--- src/hdl/placeholder_unused.sv ---
`timescale 1ns/1ns

--- src/pkg/ssw_pkg.sv ---
package ssw_pkg;

  // Clock and internal time base
  localparam int CLK_PERIOD_NS  = 8;
  localparam int TICK_PERIOD_NS = 1000;
  localparam int TICK_CYCLES    =
    (TICK_PERIOD_NS + CLK_PERIOD_NS - 1) / CLK_PERIOD_NS;

  // Sense filter is approximate, so it rounds down
  localparam int ALERT_FILTER_NS     = 2000;
  localparam int ALERT_FILTER_CYCLES = ALERT_FILTER_NS / CLK_PERIOD_NS;
  // Least alert pulse, rounded up
  localparam int ALERT_PULSE_NS     = 10000;
  localparam int ALERT_PULSE_CYCLES =
    (ALERT_PULSE_NS + CLK_PERIOD_NS - 1) / CLK_PERIOD_NS;

  // Counts in time-base ticks
  localparam int FAULT_PULSE_US    = 100;
  localparam int FAULT_PULSE_TICKS =
    FAULT_PULSE_US * 1000 / TICK_PERIOD_NS;
  localparam int MPB_MIN_US    = 20;
  localparam int MPB_MIN_TICKS = MPB_MIN_US * 1000 / TICK_PERIOD_NS;
  localparam int WD_SHORT_MS    = 10;
  localparam int WD_MID_MS      = 100;
  localparam int WD_LONG_MS     = 1000;
  localparam int WD_SHORT_TICKS = WD_SHORT_MS * 1000000 / TICK_PERIOD_NS;
  localparam int WD_MID_TICKS   = WD_MID_MS * 1000000 / TICK_PERIOD_NS;
  localparam int WD_LONG_TICKS  = WD_LONG_MS * 1000000 / TICK_PERIOD_NS;
  localparam int WD_CNT_W       = 20;

  // Period select pin codes
  localparam logic [1:0] PSEL_GND   = 2'h0;
  localparam logic [1:0] PSEL_FLOAT = 2'h1;

  // Register offsets
  localparam logic [7:0] OFS_STATUS   = 8'h00;
  localparam logic [7:0] OFS_INT_STAT = 8'h04;
  localparam logic [7:0] OFS_INT_MASK = 8'h08;
  localparam logic [7:0] OFS_WD_COUNT = 8'h0C;

  // Status register fields
  localparam int STAT_WDF   = 0;
  localparam int STAT_ALA   = 1;
  localparam int STAT_ALB   = 2;
  localparam int STAT_FLAG  = 3;
  localparam int STAT_MONOK = 4;
  localparam int STAT_HOLD  = 5;
  localparam int STAT_PSEL  = 6;

  // Synchroniser bit positions
  localparam int SY_SENSE = 0;
  localparam int SY_MON   = 2;
  localparam int SY_RST   = 3;
  localparam int SY_MPB   = 5;
  localparam int SY_KICK  = 6;
  localparam int SY_PSEL  = 7;
  localparam int SY_W     = 9;
  // Synchroniser reset: pins idle high, monitor low keeps outputs forced
  localparam logic [SY_W-1:0] SYNC_IDLE = ~(SY_W'(1) << SY_MON);

  // Event bits, status and mask share this layout
  typedef struct packed {
    logic master;
    logic alertB;
    logic alertA;
    logic wdTimeout;
  } ssw_evt_t;

  localparam ssw_evt_t INT_MASK_RST = 4'h0;
  localparam ssw_evt_t INT_STAT_RST = 4'h0;

endpackage : ssw_pkg
--- src/hdl/ssw_alert.sv ---
`timescale 1ns/1ns
module ssw_alert #(
  parameter int FILTER = ssw_pkg::ALERT_FILTER_CYCLES,
  parameter int PULSE  = ssw_pkg::ALERT_PULSE_CYCLES
) (
  // Clock and reset
  input  wire logic clk,
  input  wire logic rst_n,
  // Synchronised comparator, high above trip level
  input  wire logic senseHigh,
  // Alert level and one-cycle assert event
  output logic      alertN,
  output logic      assertEvt
);
  localparam int FW = $clog2(FILTER + 1);
  localparam int PW = $clog2(PULSE + 1);

  typedef struct packed {
    logic [FW-1:0] lowCnt;
    logic [PW-1:0] pulseCnt;
    logic          alertN;
    logic          evt;
  } ssw_alert_state_t;

  ssw_alert_state_t s;
  ssw_alert_state_t next_s;
  logic             below;
  logic             newAssert;

  // Filter dips, then stretch the first low into a full pulse
  always_comb begin
    next_s = s;
    below = !senseHigh && (s.lowCnt >= FW'(FILTER - 1));
    newAssert = below && s.alertN && (s.pulseCnt == '0);
    if (senseHigh) begin
      next_s.lowCnt = '0;
    end else if (s.lowCnt != FW'(FILTER)) begin
      next_s.lowCnt = s.lowCnt + FW'(1);
    end
    if (newAssert) begin
      next_s.pulseCnt = PW'(PULSE - 1);
    end else if (s.pulseCnt != '0) begin
      next_s.pulseCnt = s.pulseCnt - PW'(1);
    end
    // Low while below trip, and never shorter than the pulse
    next_s.alertN = !(below || newAssert || s.pulseCnt != '0);
    next_s.evt = newAssert;
  end

  always_ff @(posedge clk or negedge rst_n) begin
    if (!rst_n) begin
      s <= '{lowCnt: '0, pulseCnt: '0, alertN: 1'b1, evt: 1'b0};
    end else begin
      s <= next_s;
    end
  end

  assign alertN = s.alertN;
  assign assertEvt = s.evt;

  // Helper: length of the current low pulse
  logic [PW:0] lowLen;
  always_ff @(posedge clk or negedge rst_n) begin
    if (!rst_n) begin
      lowLen <= '0;
    end else begin
      lowLen <= s.alertN ? '0 : lowLen + (PW + 1)'(1);
    end
  end

  a_alert_width: assert property (
    @(posedge clk) disable iff (!rst_n)
    $rose(s.alertN) |-> lowLen >= (PW + 1)'(PULSE))
    else $error("alert pulse too short");
  a_alert_filter: assert property (
    @(posedge clk) disable iff (!rst_n)
    $fell(s.alertN) |-> $past(s.lowCnt) >= FW'(FILTER - 1))
    else $error("alert asserted before filter time");
  a_alert_below: assert property (
    @(posedge clk) disable iff (!rst_n)
    !senseHigh && s.lowCnt == FW'(FILTER) |=> !s.alertN)
    else $error("alert released while input below trip");

endmodule : ssw_alert

--- src/hdl/ssw_supervisor.sv ---
// Decided for this implementation: the placing of the registers and register access over APB.
`timescale 1ns/1ns
// Contract
// - A master manual reset drives the last-reset flag low until another reset source clears it.
// - Once cleared the flag stays high until the next master manual reset.
// - Without an accurate monitoring supply every supervisory output is held active.
// - A sense input reaching its trip level pulses its alert low for at least 10 us.
// - An alert asserts only after the input stays below trip for about 2 us.
// - An alert stays low while its input is below trip and is released above it.
// - Alerts stay active at power-up until a supply reaches the monitoring threshold.
// - The fault output goes low when the strobe shows no edge within the timeout.
// - The period select gives least timeouts of 10 ms, 100 ms or 1000 ms.
// - The watchdog counts only while at least one supply reset is inactive.
// - Any strobe edge before timeout restarts the count from zero.
// - A timeout pulses the fault output low for at least 100 us.
// - The watchdog cannot be disabled once running.
// - A master reset held 20 us forces all outputs active while held and a delay after.
module ssw_supervisor #(
  parameter int TICK_CYC    = ssw_pkg::TICK_CYCLES,
  parameter int WD_SHORT    = ssw_pkg::WD_SHORT_TICKS,
  parameter int WD_MID      = ssw_pkg::WD_MID_TICKS,
  parameter int WD_LONG     = ssw_pkg::WD_LONG_TICKS,
  parameter int FAULT_TICKS = ssw_pkg::FAULT_PULSE_TICKS,
  parameter int MPB_TICKS   = ssw_pkg::MPB_MIN_TICKS
) (
  // Clock and reset
  input  wire logic        clk,
  input  wire logic        rst_n,
  // APB slave
  input  wire logic        psel,
  input  wire logic        penable,
  input  wire logic        pwrite,
  input  wire logic [7:0]  paddr,
  input  wire logic [31:0] pwdata,
  output logic [31:0]      prdata,
  output logic             pready,
  output logic             pslverr,
  // Pins from the outside, asynchronous
  input  wire logic        watchdogKick,
  input  wire logic [1:0]  watchdogPeriodSelect,
  input  wire logic        masterManualResetN,
  input  wire logic [1:0]  supplyResetN,
  input  wire logic        supplyMonitorOk,
  input  wire logic        auxSenseA,
  input  wire logic        auxSenseB,
  // Supervisory outputs, active low
  output logic             watchdogFaultN,
  output logic             auxAlertAN,
  output logic             auxAlertBN,
  output logic             lastResetSourceFlagN,
  // Interrupt
  output logic             irq
);
  localparam int TCW = $clog2(TICK_CYC);
  localparam int CW  = ssw_pkg::WD_CNT_W;
  localparam int MW  = $clog2(MPB_TICKS + 1);

  typedef struct packed {
    logic [ssw_pkg::SY_W-1:0] sync0;
    logic [ssw_pkg::SY_W-1:0] sync1;
    logic                     kickPrev;
    logic [1:0]               rstPrev;
    logic [TCW-1:0]           tickCnt;
    logic                     tick;
    logic [MW-1:0]            mpbCnt;
    logic                     mpbActive;
    logic [CW-1:0]            holdCnt;
    logic                     mpbHold;
    logic                     flag;
    ssw_pkg::ssw_evt_t        intStat;
    ssw_pkg::ssw_evt_t        intMask;
    logic                     irq;
    logic [31:0]              prdata;
    logic                     pready;
    logic                     pslverr;
    logic                     wdFaultN;
    logic [1:0]               alertN;
    logic                     flagN;
  } ssw_top_state_t;

  ssw_top_state_t s;
  ssw_top_state_t next_s;

  // Period pin decode, shared by watchdog and master hold
  function automatic logic [CW-1:0] selTicks(input logic [1:0] code);
    case (code)
      ssw_pkg::PSEL_GND:   selTicks = CW'(WD_SHORT);
      ssw_pkg::PSEL_FLOAT: selTicks = CW'(WD_MID);
      default:             selTicks = CW'(WD_LONG);
    endcase
  endfunction : selTicks

  function automatic logic mapped(input logic [7:0] addr);
    mapped = (addr == ssw_pkg::OFS_STATUS) ||
             (addr == ssw_pkg::OFS_INT_STAT) ||
             (addr == ssw_pkg::OFS_INT_MASK) ||
             (addr == ssw_pkg::OFS_WD_COUNT);
  endfunction : mapped

  // Alert channels, index 0 is sense A
  logic [1:0]    alertRaw;
  logic [1:0]    alertEvt;
  logic          wdFaultRaw;
  logic          wdEvt;
  logic [CW-1:0] wdCount;

  genvar g;
  generate
    for (g = 0; g < 2; g++) begin : gAlert
      ssw_alert uAlert (
        .clk       (clk),
        .rst_n     (rst_n),
        .senseHigh (s.sync1[ssw_pkg::SY_SENSE + g]),
        .alertN    (alertRaw[g]),
        .assertEvt (alertEvt[g])
      );
    end
  endgenerate

  ssw_watchdog #(
    .FAULT_TICKS (FAULT_TICKS)
  ) uWatchdog (
    .clk         (clk),
    .rst_n       (rst_n),
    .tick        (s.tick),
    .kickEdge    (s.sync1[ssw_pkg::SY_KICK] ^ s.kickPrev),
    .running     (|s.sync1[ssw_pkg::SY_RST +: 2]),
    .periodTicks (selTicks(s.sync1[ssw_pkg::SY_PSEL +: 2])),
    .faultN      (wdFaultRaw),
    .timeoutEvt  (wdEvt),
    .count       (wdCount)
  );

  logic              mpbLow;
  logic              pressNow;
  logic              otherRst;
  logic              forceAll;
  logic              setup;
  logic              access;
  logic [31:0]       rdVal;
  ssw_pkg::ssw_evt_t evt;
  ssw_pkg::ssw_evt_t clr;

  // Next-state logic for the whole block
  always_comb begin
    next_s = s;
    // Two-flop synchroniser on every pin
    next_s.sync0 = {watchdogPeriodSelect, watchdogKick, masterManualResetN,
                    supplyResetN, supplyMonitorOk, auxSenseB, auxSenseA};
    next_s.sync1 = s.sync0;
    next_s.kickPrev = s.sync1[ssw_pkg::SY_KICK];
    next_s.rstPrev = s.sync1[ssw_pkg::SY_RST +: 2];

    // Free-running 1 us time base
    next_s.tick = (s.tickCnt == TCW'(TICK_CYC - 1));
    next_s.tickCnt = next_s.tick ? '0 : s.tickCnt + TCW'(1);

    // Master button accepted only after the least low time
    mpbLow = !s.sync1[ssw_pkg::SY_MPB];
    pressNow = mpbLow && s.tick && (s.mpbCnt == MW'(MPB_TICKS - 1));
    if (!mpbLow) begin
      next_s.mpbCnt = '0;
    end else if (s.tick && s.mpbCnt != MW'(MPB_TICKS)) begin
      next_s.mpbCnt = s.mpbCnt + MW'(1);
    end
    next_s.mpbActive = mpbLow && (s.mpbActive || pressNow);
    // Hold outputs active for the selected delay after release
    if (next_s.mpbActive) begin
      next_s.holdCnt = selTicks(s.sync1[ssw_pkg::SY_PSEL +: 2]);
    end else if (s.tick && s.holdCnt != '0) begin
      next_s.holdCnt = s.holdCnt - CW'(1);
    end
    next_s.mpbHold = next_s.mpbActive || (next_s.holdCnt != '0);

    // Master forces the supply resets too, so those falls are ignored
    otherRst = |(s.rstPrev & ~s.sync1[ssw_pkg::SY_RST +: 2]) && !s.mpbHold;
    if (pressNow) begin
      next_s.flag = 1'b0;
    end else if (otherRst) begin
      next_s.flag = 1'b1;
    end

    // Every supervisory output active without monitoring supply or under master
    forceAll = !s.sync1[ssw_pkg::SY_MON] || s.mpbHold;
    next_s.wdFaultN = wdFaultRaw && !forceAll;
    next_s.alertN = alertRaw & {2{!forceAll}};
    next_s.flagN = s.flag && !forceAll;

    // APB: answer in the first access cycle
    setup = psel && !penable;
    access = psel && penable && s.pready;
    next_s.pready = setup;
    next_s.pslverr = setup && !mapped(paddr);
    rdVal = '0;
    case (paddr)
      ssw_pkg::OFS_STATUS: begin
        rdVal[ssw_pkg::STAT_WDF] = s.wdFaultN;
        rdVal[ssw_pkg::STAT_ALA] = s.alertN[0];
        rdVal[ssw_pkg::STAT_ALB] = s.alertN[1];
        rdVal[ssw_pkg::STAT_FLAG] = s.flagN;
        rdVal[ssw_pkg::STAT_MONOK] = s.sync1[ssw_pkg::SY_MON];
        rdVal[ssw_pkg::STAT_HOLD] = s.mpbHold;
        rdVal[ssw_pkg::STAT_PSEL +: 2] = s.sync1[ssw_pkg::SY_PSEL +: 2];
      end
      ssw_pkg::OFS_INT_STAT: rdVal[3:0] = s.intStat;
      ssw_pkg::OFS_INT_MASK: rdVal[3:0] = s.intMask;
      ssw_pkg::OFS_WD_COUNT: rdVal[CW-1:0] = wdCount;
      default: rdVal = '0;
    endcase
    if (setup) begin
      next_s.prdata = rdVal;
    end

    // Sticky events, write one to clear, a new event wins
    clr = '0;
    if (access && pwrite && !s.pslverr) begin
      if (paddr == ssw_pkg::OFS_INT_STAT) begin
        clr = pwdata[3:0];
      end
      if (paddr == ssw_pkg::OFS_INT_MASK) begin
        next_s.intMask = pwdata[3:0];
      end
    end
    evt = {pressNow, alertEvt[1], alertEvt[0], wdEvt};
    next_s.intStat = (s.intStat & ~clr) | evt;
    next_s.irq = |(next_s.intStat & next_s.intMask);
  end

  // Pins idle high at reset, monitor low, so no edge is seen on release
  always_ff @(posedge clk or negedge rst_n) begin
    if (!rst_n) begin
      s <= '0;
      s.sync0 <= ssw_pkg::SYNC_IDLE; // No false release after reset
      s.sync1 <= ssw_pkg::SYNC_IDLE;
      s.kickPrev <= 1'b1;
      s.rstPrev <= 2'h3;
      s.flag <= 1'b1;
      s.intStat <= ssw_pkg::INT_STAT_RST;
      s.intMask <= ssw_pkg::INT_MASK_RST;
      s.wdFaultN <= 1'b0;
      s.alertN <= 2'h0;
      s.flagN <= 1'b0;
    end else begin
      s <= next_s;
    end
  end

  assign prdata = s.prdata;
  assign pready = s.pready;
  assign pslverr = s.pslverr;
  assign watchdogFaultN = s.wdFaultN;
  assign auxAlertAN = s.alertN[0];
  assign auxAlertBN = s.alertN[1];
  assign lastResetSourceFlagN = s.flagN;
  assign irq = s.irq;

  a_flag_master: assert property (
    @(posedge clk) disable iff (!rst_n)
    pressNow |=> !s.flag ##1 !s.flagN)
    else $error("master reset did not drive flag low");
  a_flag_stays: assert property (
    @(posedge clk) disable iff (!rst_n)
    s.flag && !pressNow |=> s.flag)
    else $error("flag fell without a master reset");
  a_no_monitor: assert property (
    @(posedge clk) disable iff (!rst_n)
    !s.sync1[ssw_pkg::SY_MON] |=> !s.wdFaultN && !s.flagN)
    else $error("outputs not forced without monitor supply");
  a_powerup_alert: assert property (
    @(posedge clk) disable iff (!rst_n)
    !s.sync1[ssw_pkg::SY_MON] |=> s.alertN == 2'h0)
    else $error("alert released before monitor threshold");
  a_master_hold: assert property (
    @(posedge clk) disable iff (!rst_n)
    $fell(s.mpbActive) |=> s.mpbHold && !s.wdFaultN && s.alertN == 2'h0)
    else $error("outputs released at master button release");
  a_time_base: assert property (
    @(posedge clk) disable iff (!rst_n)
    s.tick |=> !s.tick)
    else $error("time base tick longer than one cycle");
  a_stat_set: assert property (@(posedge clk) disable iff (!rst_n)
    wdEvt |=> s.intStat.wdTimeout)
    else $error("timeout event lost");

  // Flag clear, master forcing, pins following watchdog and alert filters outside forcing, master event, APB answer
  a_flag_clear: assert property (
    @(posedge clk) disable iff (!rst_n)
    otherRst && !pressNow |=> s.flag)
    else $error("other reset did not clear flag");
  a_master_force: assert property (
    @(posedge clk) disable iff (!rst_n)
    s.mpbActive |=> !s.wdFaultN && !s.flagN && s.alertN == 2'h0)
    else $error("outputs not forced while master held");
  a_fault_pass: assert property (
    @(posedge clk) disable iff (!rst_n)
    !forceAll |=> s.wdFaultN == $past(wdFaultRaw))
    else $error("fault output does not follow watchdog");
  a_alert_pass: assert property (
    @(posedge clk) disable iff (!rst_n)
    !forceAll |=> s.alertN == $past(alertRaw))
    else $error("alert output does not follow filter");
  a_stat_master: assert property (
    @(posedge clk) disable iff (!rst_n)
    pressNow |=> s.intStat.master)
    else $error("master reset event lost");
  a_apb_answer: assert property (
    @(posedge clk) disable iff (!rst_n)
    psel && !penable |=> s.pready)
    else $error("setup cycle not answered");

endmodule : ssw_supervisor

--- src/hdl/ssw_watchdog.sv ---
`timescale 1ns/1ns
module ssw_watchdog #(
  parameter int FAULT_TICKS = ssw_pkg::FAULT_PULSE_TICKS
) (
  // Clock and reset
  input  wire logic                          clk,
  input  wire logic                          rst_n,
  // Time base, strobe edge and supervision
  input  wire logic                          tick,
  input  wire logic                          kickEdge,
  input  wire logic                          running,
  input  wire logic [ssw_pkg::WD_CNT_W-1:0]  periodTicks,
  // Fault level, timeout event, elapsed ticks
  output logic                               faultN,
  output logic                               timeoutEvt,
  output logic [ssw_pkg::WD_CNT_W-1:0]       count
);
  localparam int CW = ssw_pkg::WD_CNT_W;
  localparam int FW = $clog2(FAULT_TICKS + 2);

  typedef struct packed {
    logic [CW-1:0] cnt;
    logic [FW-1:0] pulse;
    logic          faultN;
    logic          evt;
  } ssw_wd_state_t;

  ssw_wd_state_t s;
  ssw_wd_state_t next_s;

  // No enable bit exists: only the resets being active stop it
  always_comb begin
    next_s = s;
    next_s.evt = 1'b0;
    if (tick && s.pulse != '0) begin
      next_s.pulse = s.pulse - FW'(1);
    end
    next_s.faultN = (next_s.pulse == '0);
    if (!running) begin
      next_s.cnt = '0;
    end else if (kickEdge || s.pulse != '0) begin
      next_s.cnt = '0;
    end else if (tick) begin
      if (s.cnt >= periodTicks) begin
        // One spare tick guarantees the least period
        next_s.cnt = '0;
        next_s.pulse = FW'(FAULT_TICKS + 1);
        next_s.faultN = 1'b0;
        next_s.evt = 1'b1;
      end else begin
        next_s.cnt = s.cnt + CW'(1);
      end
    end
  end

  always_ff @(posedge clk or negedge rst_n) begin
    if (!rst_n) begin
      s <= '{cnt: '0, pulse: '0, faultN: 1'b1, evt: 1'b0};
    end else begin
      s <= next_s;
    end
  end

  assign faultN = s.faultN;
  assign timeoutEvt = s.evt;
  assign count = s.cnt;

  // Helper: ticks seen during the fault pulse
  logic [FW-1:0] lowTicks;
  always_ff @(posedge clk or negedge rst_n) begin
    if (!rst_n) begin
      lowTicks <= '0;
    end else if (s.faultN) begin
      lowTicks <= '0;
    end else if (tick) begin
      lowTicks <= lowTicks + FW'(1);
    end
  end

  a_wd_idle: assert property (
    @(posedge clk) disable iff (!rst_n)
    !running |=> s.cnt == '0 && s.faultN)
    else $error("watchdog counted with all resets active");
  a_wd_kick: assert property (
    @(posedge clk) disable iff (!rst_n)
    running && kickEdge && s.faultN |=> s.cnt == '0 && s.faultN)
    else $error("strobe edge did not restart watchdog");
  a_wd_timeout: assert property (
    @(posedge clk) disable iff (!rst_n)
    running && !kickEdge && tick && s.pulse == '0 && s.cnt == periodTicks
    |=> !s.faultN ##1 !s.faultN)
    else $error("watchdog missed its timeout");
  a_wd_pulse: assert property (
    @(posedge clk) disable iff (!rst_n)
    $rose(s.faultN) |-> lowTicks >= FW'(FAULT_TICKS))
    else $error("fault pulse too short");

endmodule : ssw_watchdog

--- config.mk ---
export PLATFORM = sky130hd
export DESIGN_NAME = ssw_supervisor
export DESIGN_NICKNAME = d
export VERILOG_FILES = /design/src/hdl/placeholder_unused.sv /design/src/pkg/ssw_pkg.sv /design/src/hdl/ssw_alert.sv /design/src/hdl/ssw_supervisor.sv /design/src/hdl/ssw_watchdog.sv
export SDC_FILE = /design/constraint.sdc
export NUM_CORES = 1
export LEC_CHECK = 0
export ABC_AREA = 1
export BUFFER_PORTS_ARGS = -buffer_cell sky130_fd_sc_hd__buf_4
export CORE_UTILIZATION = 25
export CTS_BUF_LIST = sky130_fd_sc_hd__clkbuf_4 sky130_fd_sc_hd__clkbuf_8
export CTS_CLUSTER_SIZE = 40
export DETAILED_ROUTE_END_ITERATION = 16
export GPL_TIMING_DRIVEN = 0
export HOLD_SLACK_MARGIN = 0.02
export PLACE_DENSITY_LB_ADDON = 0.25
export SYNTH_ARGS = -nofsm -noshare
export SYNTH_HDL_FRONTEND = slang
export SYNTH_SLANG_ARGS = --single-unit
--- constraint.sdc ---
create_clock -name clk -period 4.8 [get_ports clk]
set_input_delay 0 -clock clk [delete_from_list [all_inputs] [get_ports clk]]
set_output_delay 0 -clock clk [all_outputs]
set_load 0.05 [all_outputs]
==> impl_metrics.ini <==
[clock_network]
clockRootBuffer = clkbuf_8
clk_latency_ps = 480
hold_buffers = 20
cts_tree = yes
post_cts_buffers = 0
h-tree-depth = 4
clock_path_buffers = 2
path_clk_slew_ps = 90
ctsResizeCount = 0
cts_sinks = 163
cts_made_buffers = 17

[timing]
slew_violations = 0
slew_headroom = 0.3717
hold_viol = 0
clock_skew_ps = 17.81
rsz0062_at_grt = false
timing.final.ws_setup_ps = 2180
fmax_mhz = 381.7
fin_crit_sh = 0.5458
worst_slew_pin_slew_ps = 934.7
min_period_ps = 2620
fin_setup_tns_ps = 0
setup_violations = 0

[logic_synthesis]
synth.distinct_cells = 48
synth.area.top_cells = dfrtp_1 40%, nand2_1 12%, dfstp_2 7.0%
postSynthAreaPerCell_um2 = 8.220
ys_ff_latch = 163
synth_ff_type = dfrtp_1
async_reset_ff_frac = 1.000
mappedNetlistArea_mm2 = 0.008656
synth_edf_count = 0
synth_top_area_share = 0.4047
ys_seq_area_frac = 0.4746
yosys.area.top_type = dfrtp_1
synthesis.yosys.warnings = 0
netlist_instances = 1053

[placement]
port_buffers = 52
place_ws_ps = 2187
hpwl_um = 14120
gp_congestion = 0.8161
place_area_mm2 = 0.009683

[critical_path]
critPathMaxFanout = 10
cp-start-kind = register
critPathRequiredTime_ps = 5120
max_stage_delay_ps = 470
path_common_cell = nand2_1
slowest_stage = clkbuf_1
crit_chain = inv_1, nand2_1, ha_1, nand2_1, o21ai_0, nand2_1, nand2_1, nand3_1, nand4_1, clkbuf_1, o22ai_1
cp-end-kind = register
path_class = reg2reg
arrival_ps = 2940

[finish]
syn_to_final_growth_pct = 18.62
n_fill_cell = 3665
drive_above_1_share = 0.1523
multi_input_area_mm2 = 0.003689
fin_area_mm2 = 0.01027
n_antenna_cell = 0
regArea_mm2 = 0.004108
nets = 1242

[global_routing]
grtUsageTotal = 0.1158
grt_max_degree = 99
grt_pass1_wl_um = 33210
antenna_found_initial = 0
overflow = 0
grt_pass1_vias = 6808

[routing]
wirelength_um = 19300
wl_per_cell_um = 11.93
antenna_left = 0
dr.pass1.iters = 4
via_count = 6825
drt_iter0_drc = 347
vias_per_cell = 4.221
drc = 0

[power]
vdd_drop_max_v = 0.0001796
pwr-share-seq = 0.546
leakage_nw = 5.287
comb_power_share = 0.065
finalPower_mw = 2.576
pwr-share-clk = 0.389
powerDensity_mw_per_mm2 = 250.9
power_switching_uw = 680.0
intPower_mw = 1.896
power_switching_share = 0.2640

[worst_hold_path]
hold_class = in2reg

[outcome]
status = complete, no violations

[floorplanning]
core_mm2 = 0.03378
rows = 67
die_h_um = 188.1
dieArea_mm2 = 0.03537
io_pins = 93
die_x_um = 188.1
initial_core_util = 0.2562

[run]
drv_cap = 0
cells in the mapped netlist, types with 2 or more instances:
master and n:
nor3_1 22, buf_6 2, nor2_4 3, a31oi_1 3, nor2_2 9, dfrtp_1 140
o22ai_1 15, nand2_2 4, buf_4 33, nand2_1 267, o21ai_0 55, nand3_1 41
inv_2 3, nand3_4 3, inv_1 147, xnor2_1 9, o21ai_1 2, buf_2 2
nand4_1 22, a21oi_2 2, nor4_1 4, nor2_1 110, nand3b_1 8, nor4_2 2
dfstp_2 23, a211oi_1 2, xor2_1 25, o211ai_1 2, ha_1 32, o31ai_1 9
a21oi_1 23, mux2i_1 2, clkbuf_1 9, o2111ai_1 4
cell type report:
| type | count | area share |
|---|---|---|
| well taps | 448 | 0.05459 |
| multi-input cells | 703 | 0.3593 |
| repair buffers | 73 | 0.06093 |
| clock inverters | 13 | 0.01194 |
| flip-flops and latches | 163 | 0.4001 |
| clock buffers | 19 | 0.02547 |
| plain buffers | 47 | 0.03205 |
| inverters | 151 | 0.05569 |
layer usage:
metal,vias to the layer above,part of all wire,track usage
li1,3530,-,-
met1,3223,0.51,0.1582
met2,63,0.45,0.1810
met3,9,0.029,0.02620
met4,0,0.010,0.03502
met5,-,0,0
logic make-up after synthesis:
kind of cell    after synthesis  synth area share
compound gates              122           0.08138
xor+xnor                     34           0.03440
fa+ha+maj                    32           0.04626
buf+inv                     198            0.1041
flops                       163            0.4746
mux                           2          0.002313
other cells                   1         0.0004332
simple gates                501            0.2566
sequential cells by signal, indices dropped and copies added (netlist names), 2 cells and up:
register                 count
gAlert.uAlert.s             38
gAlert.uAlert.assertEvt      2
next_s                      12
s                           53
gAlert.uAlert.alertN         2
prdata                      20
uWatchdog.count             20
uWatchdog.s                  7
metrics by stage:
step                      hold WS (ps)  std cells    util
after global placement           109.4       1564  0.2856
after global routing             68.21       1617  0.3039
after CTS                        27.18       1617  0.3039
after floorplan                 -295.6       1064       -
final                            41.88       1617  0.3039
after detailed placement        -7.382       1565  0.2866
critical path: cells and delay by family (launching register included):
family / cells / cell delay [ps]
simple gates: 6 / 630
flops: 1 / 420
fa+ha+maj: 1 / 340
compound gates: 2 / 360
buf+inv: 2 / 730
cell usage in the layout, fill, tap and decap left out, types with 4 or more instances in the layout:
cell	instances
clkbuf_8	19
dfstp_2	23
nand2_2	4
dfrtp_1	140
xnor2_1	9
nand3b_1	8
xor2_1	25
nor3_1	22
dlygate4sd3_1	20
a21oi_1	23
ha_1	32
o22ai_1	15
clkbuf_1	9
buf_4	84
nor2_2	9
nor4_1	4
conb_1	12
inv_6	6
o2111ai_1	4
nand4_1	22
nand3_1	41
o31ai_1	9
nand2_1	267
o21ai_0	55
inv_1	147
nor2_1	110
worst paths after layout:
path	from	to	slack (ps)	depth (start not counted)
setup / recovery	s[94]	uWatchdog.count[18]	2180	11
hold / removal	psel	pready	40	4
setup reg to reg	s[94]	uWatchdog.count[18]	2180	11
hold reg to reg	next_s[91]	s[91]	360	0
max in group asynchronous	rst_n	next_s[90]	3870	3
min in group asynchronous	rst_n	uWatchdog.count[15]	50	2
power by group through the flow:
stage / combinational [mW] / sequential (mW) / clock (mW)
finish: 0.167 / 1.41 / 1.00
global route: 0.188 / 1.41 / 1.10
CTS: 0.172 / 1.41 / 1.05
detailed placement: 0.158 / 1.43 / 0
global placement: 0.153 / 1.43 / 0
floorplan: 0.0761 / 1.44 / 0
(Power assumes the default switching activity.)
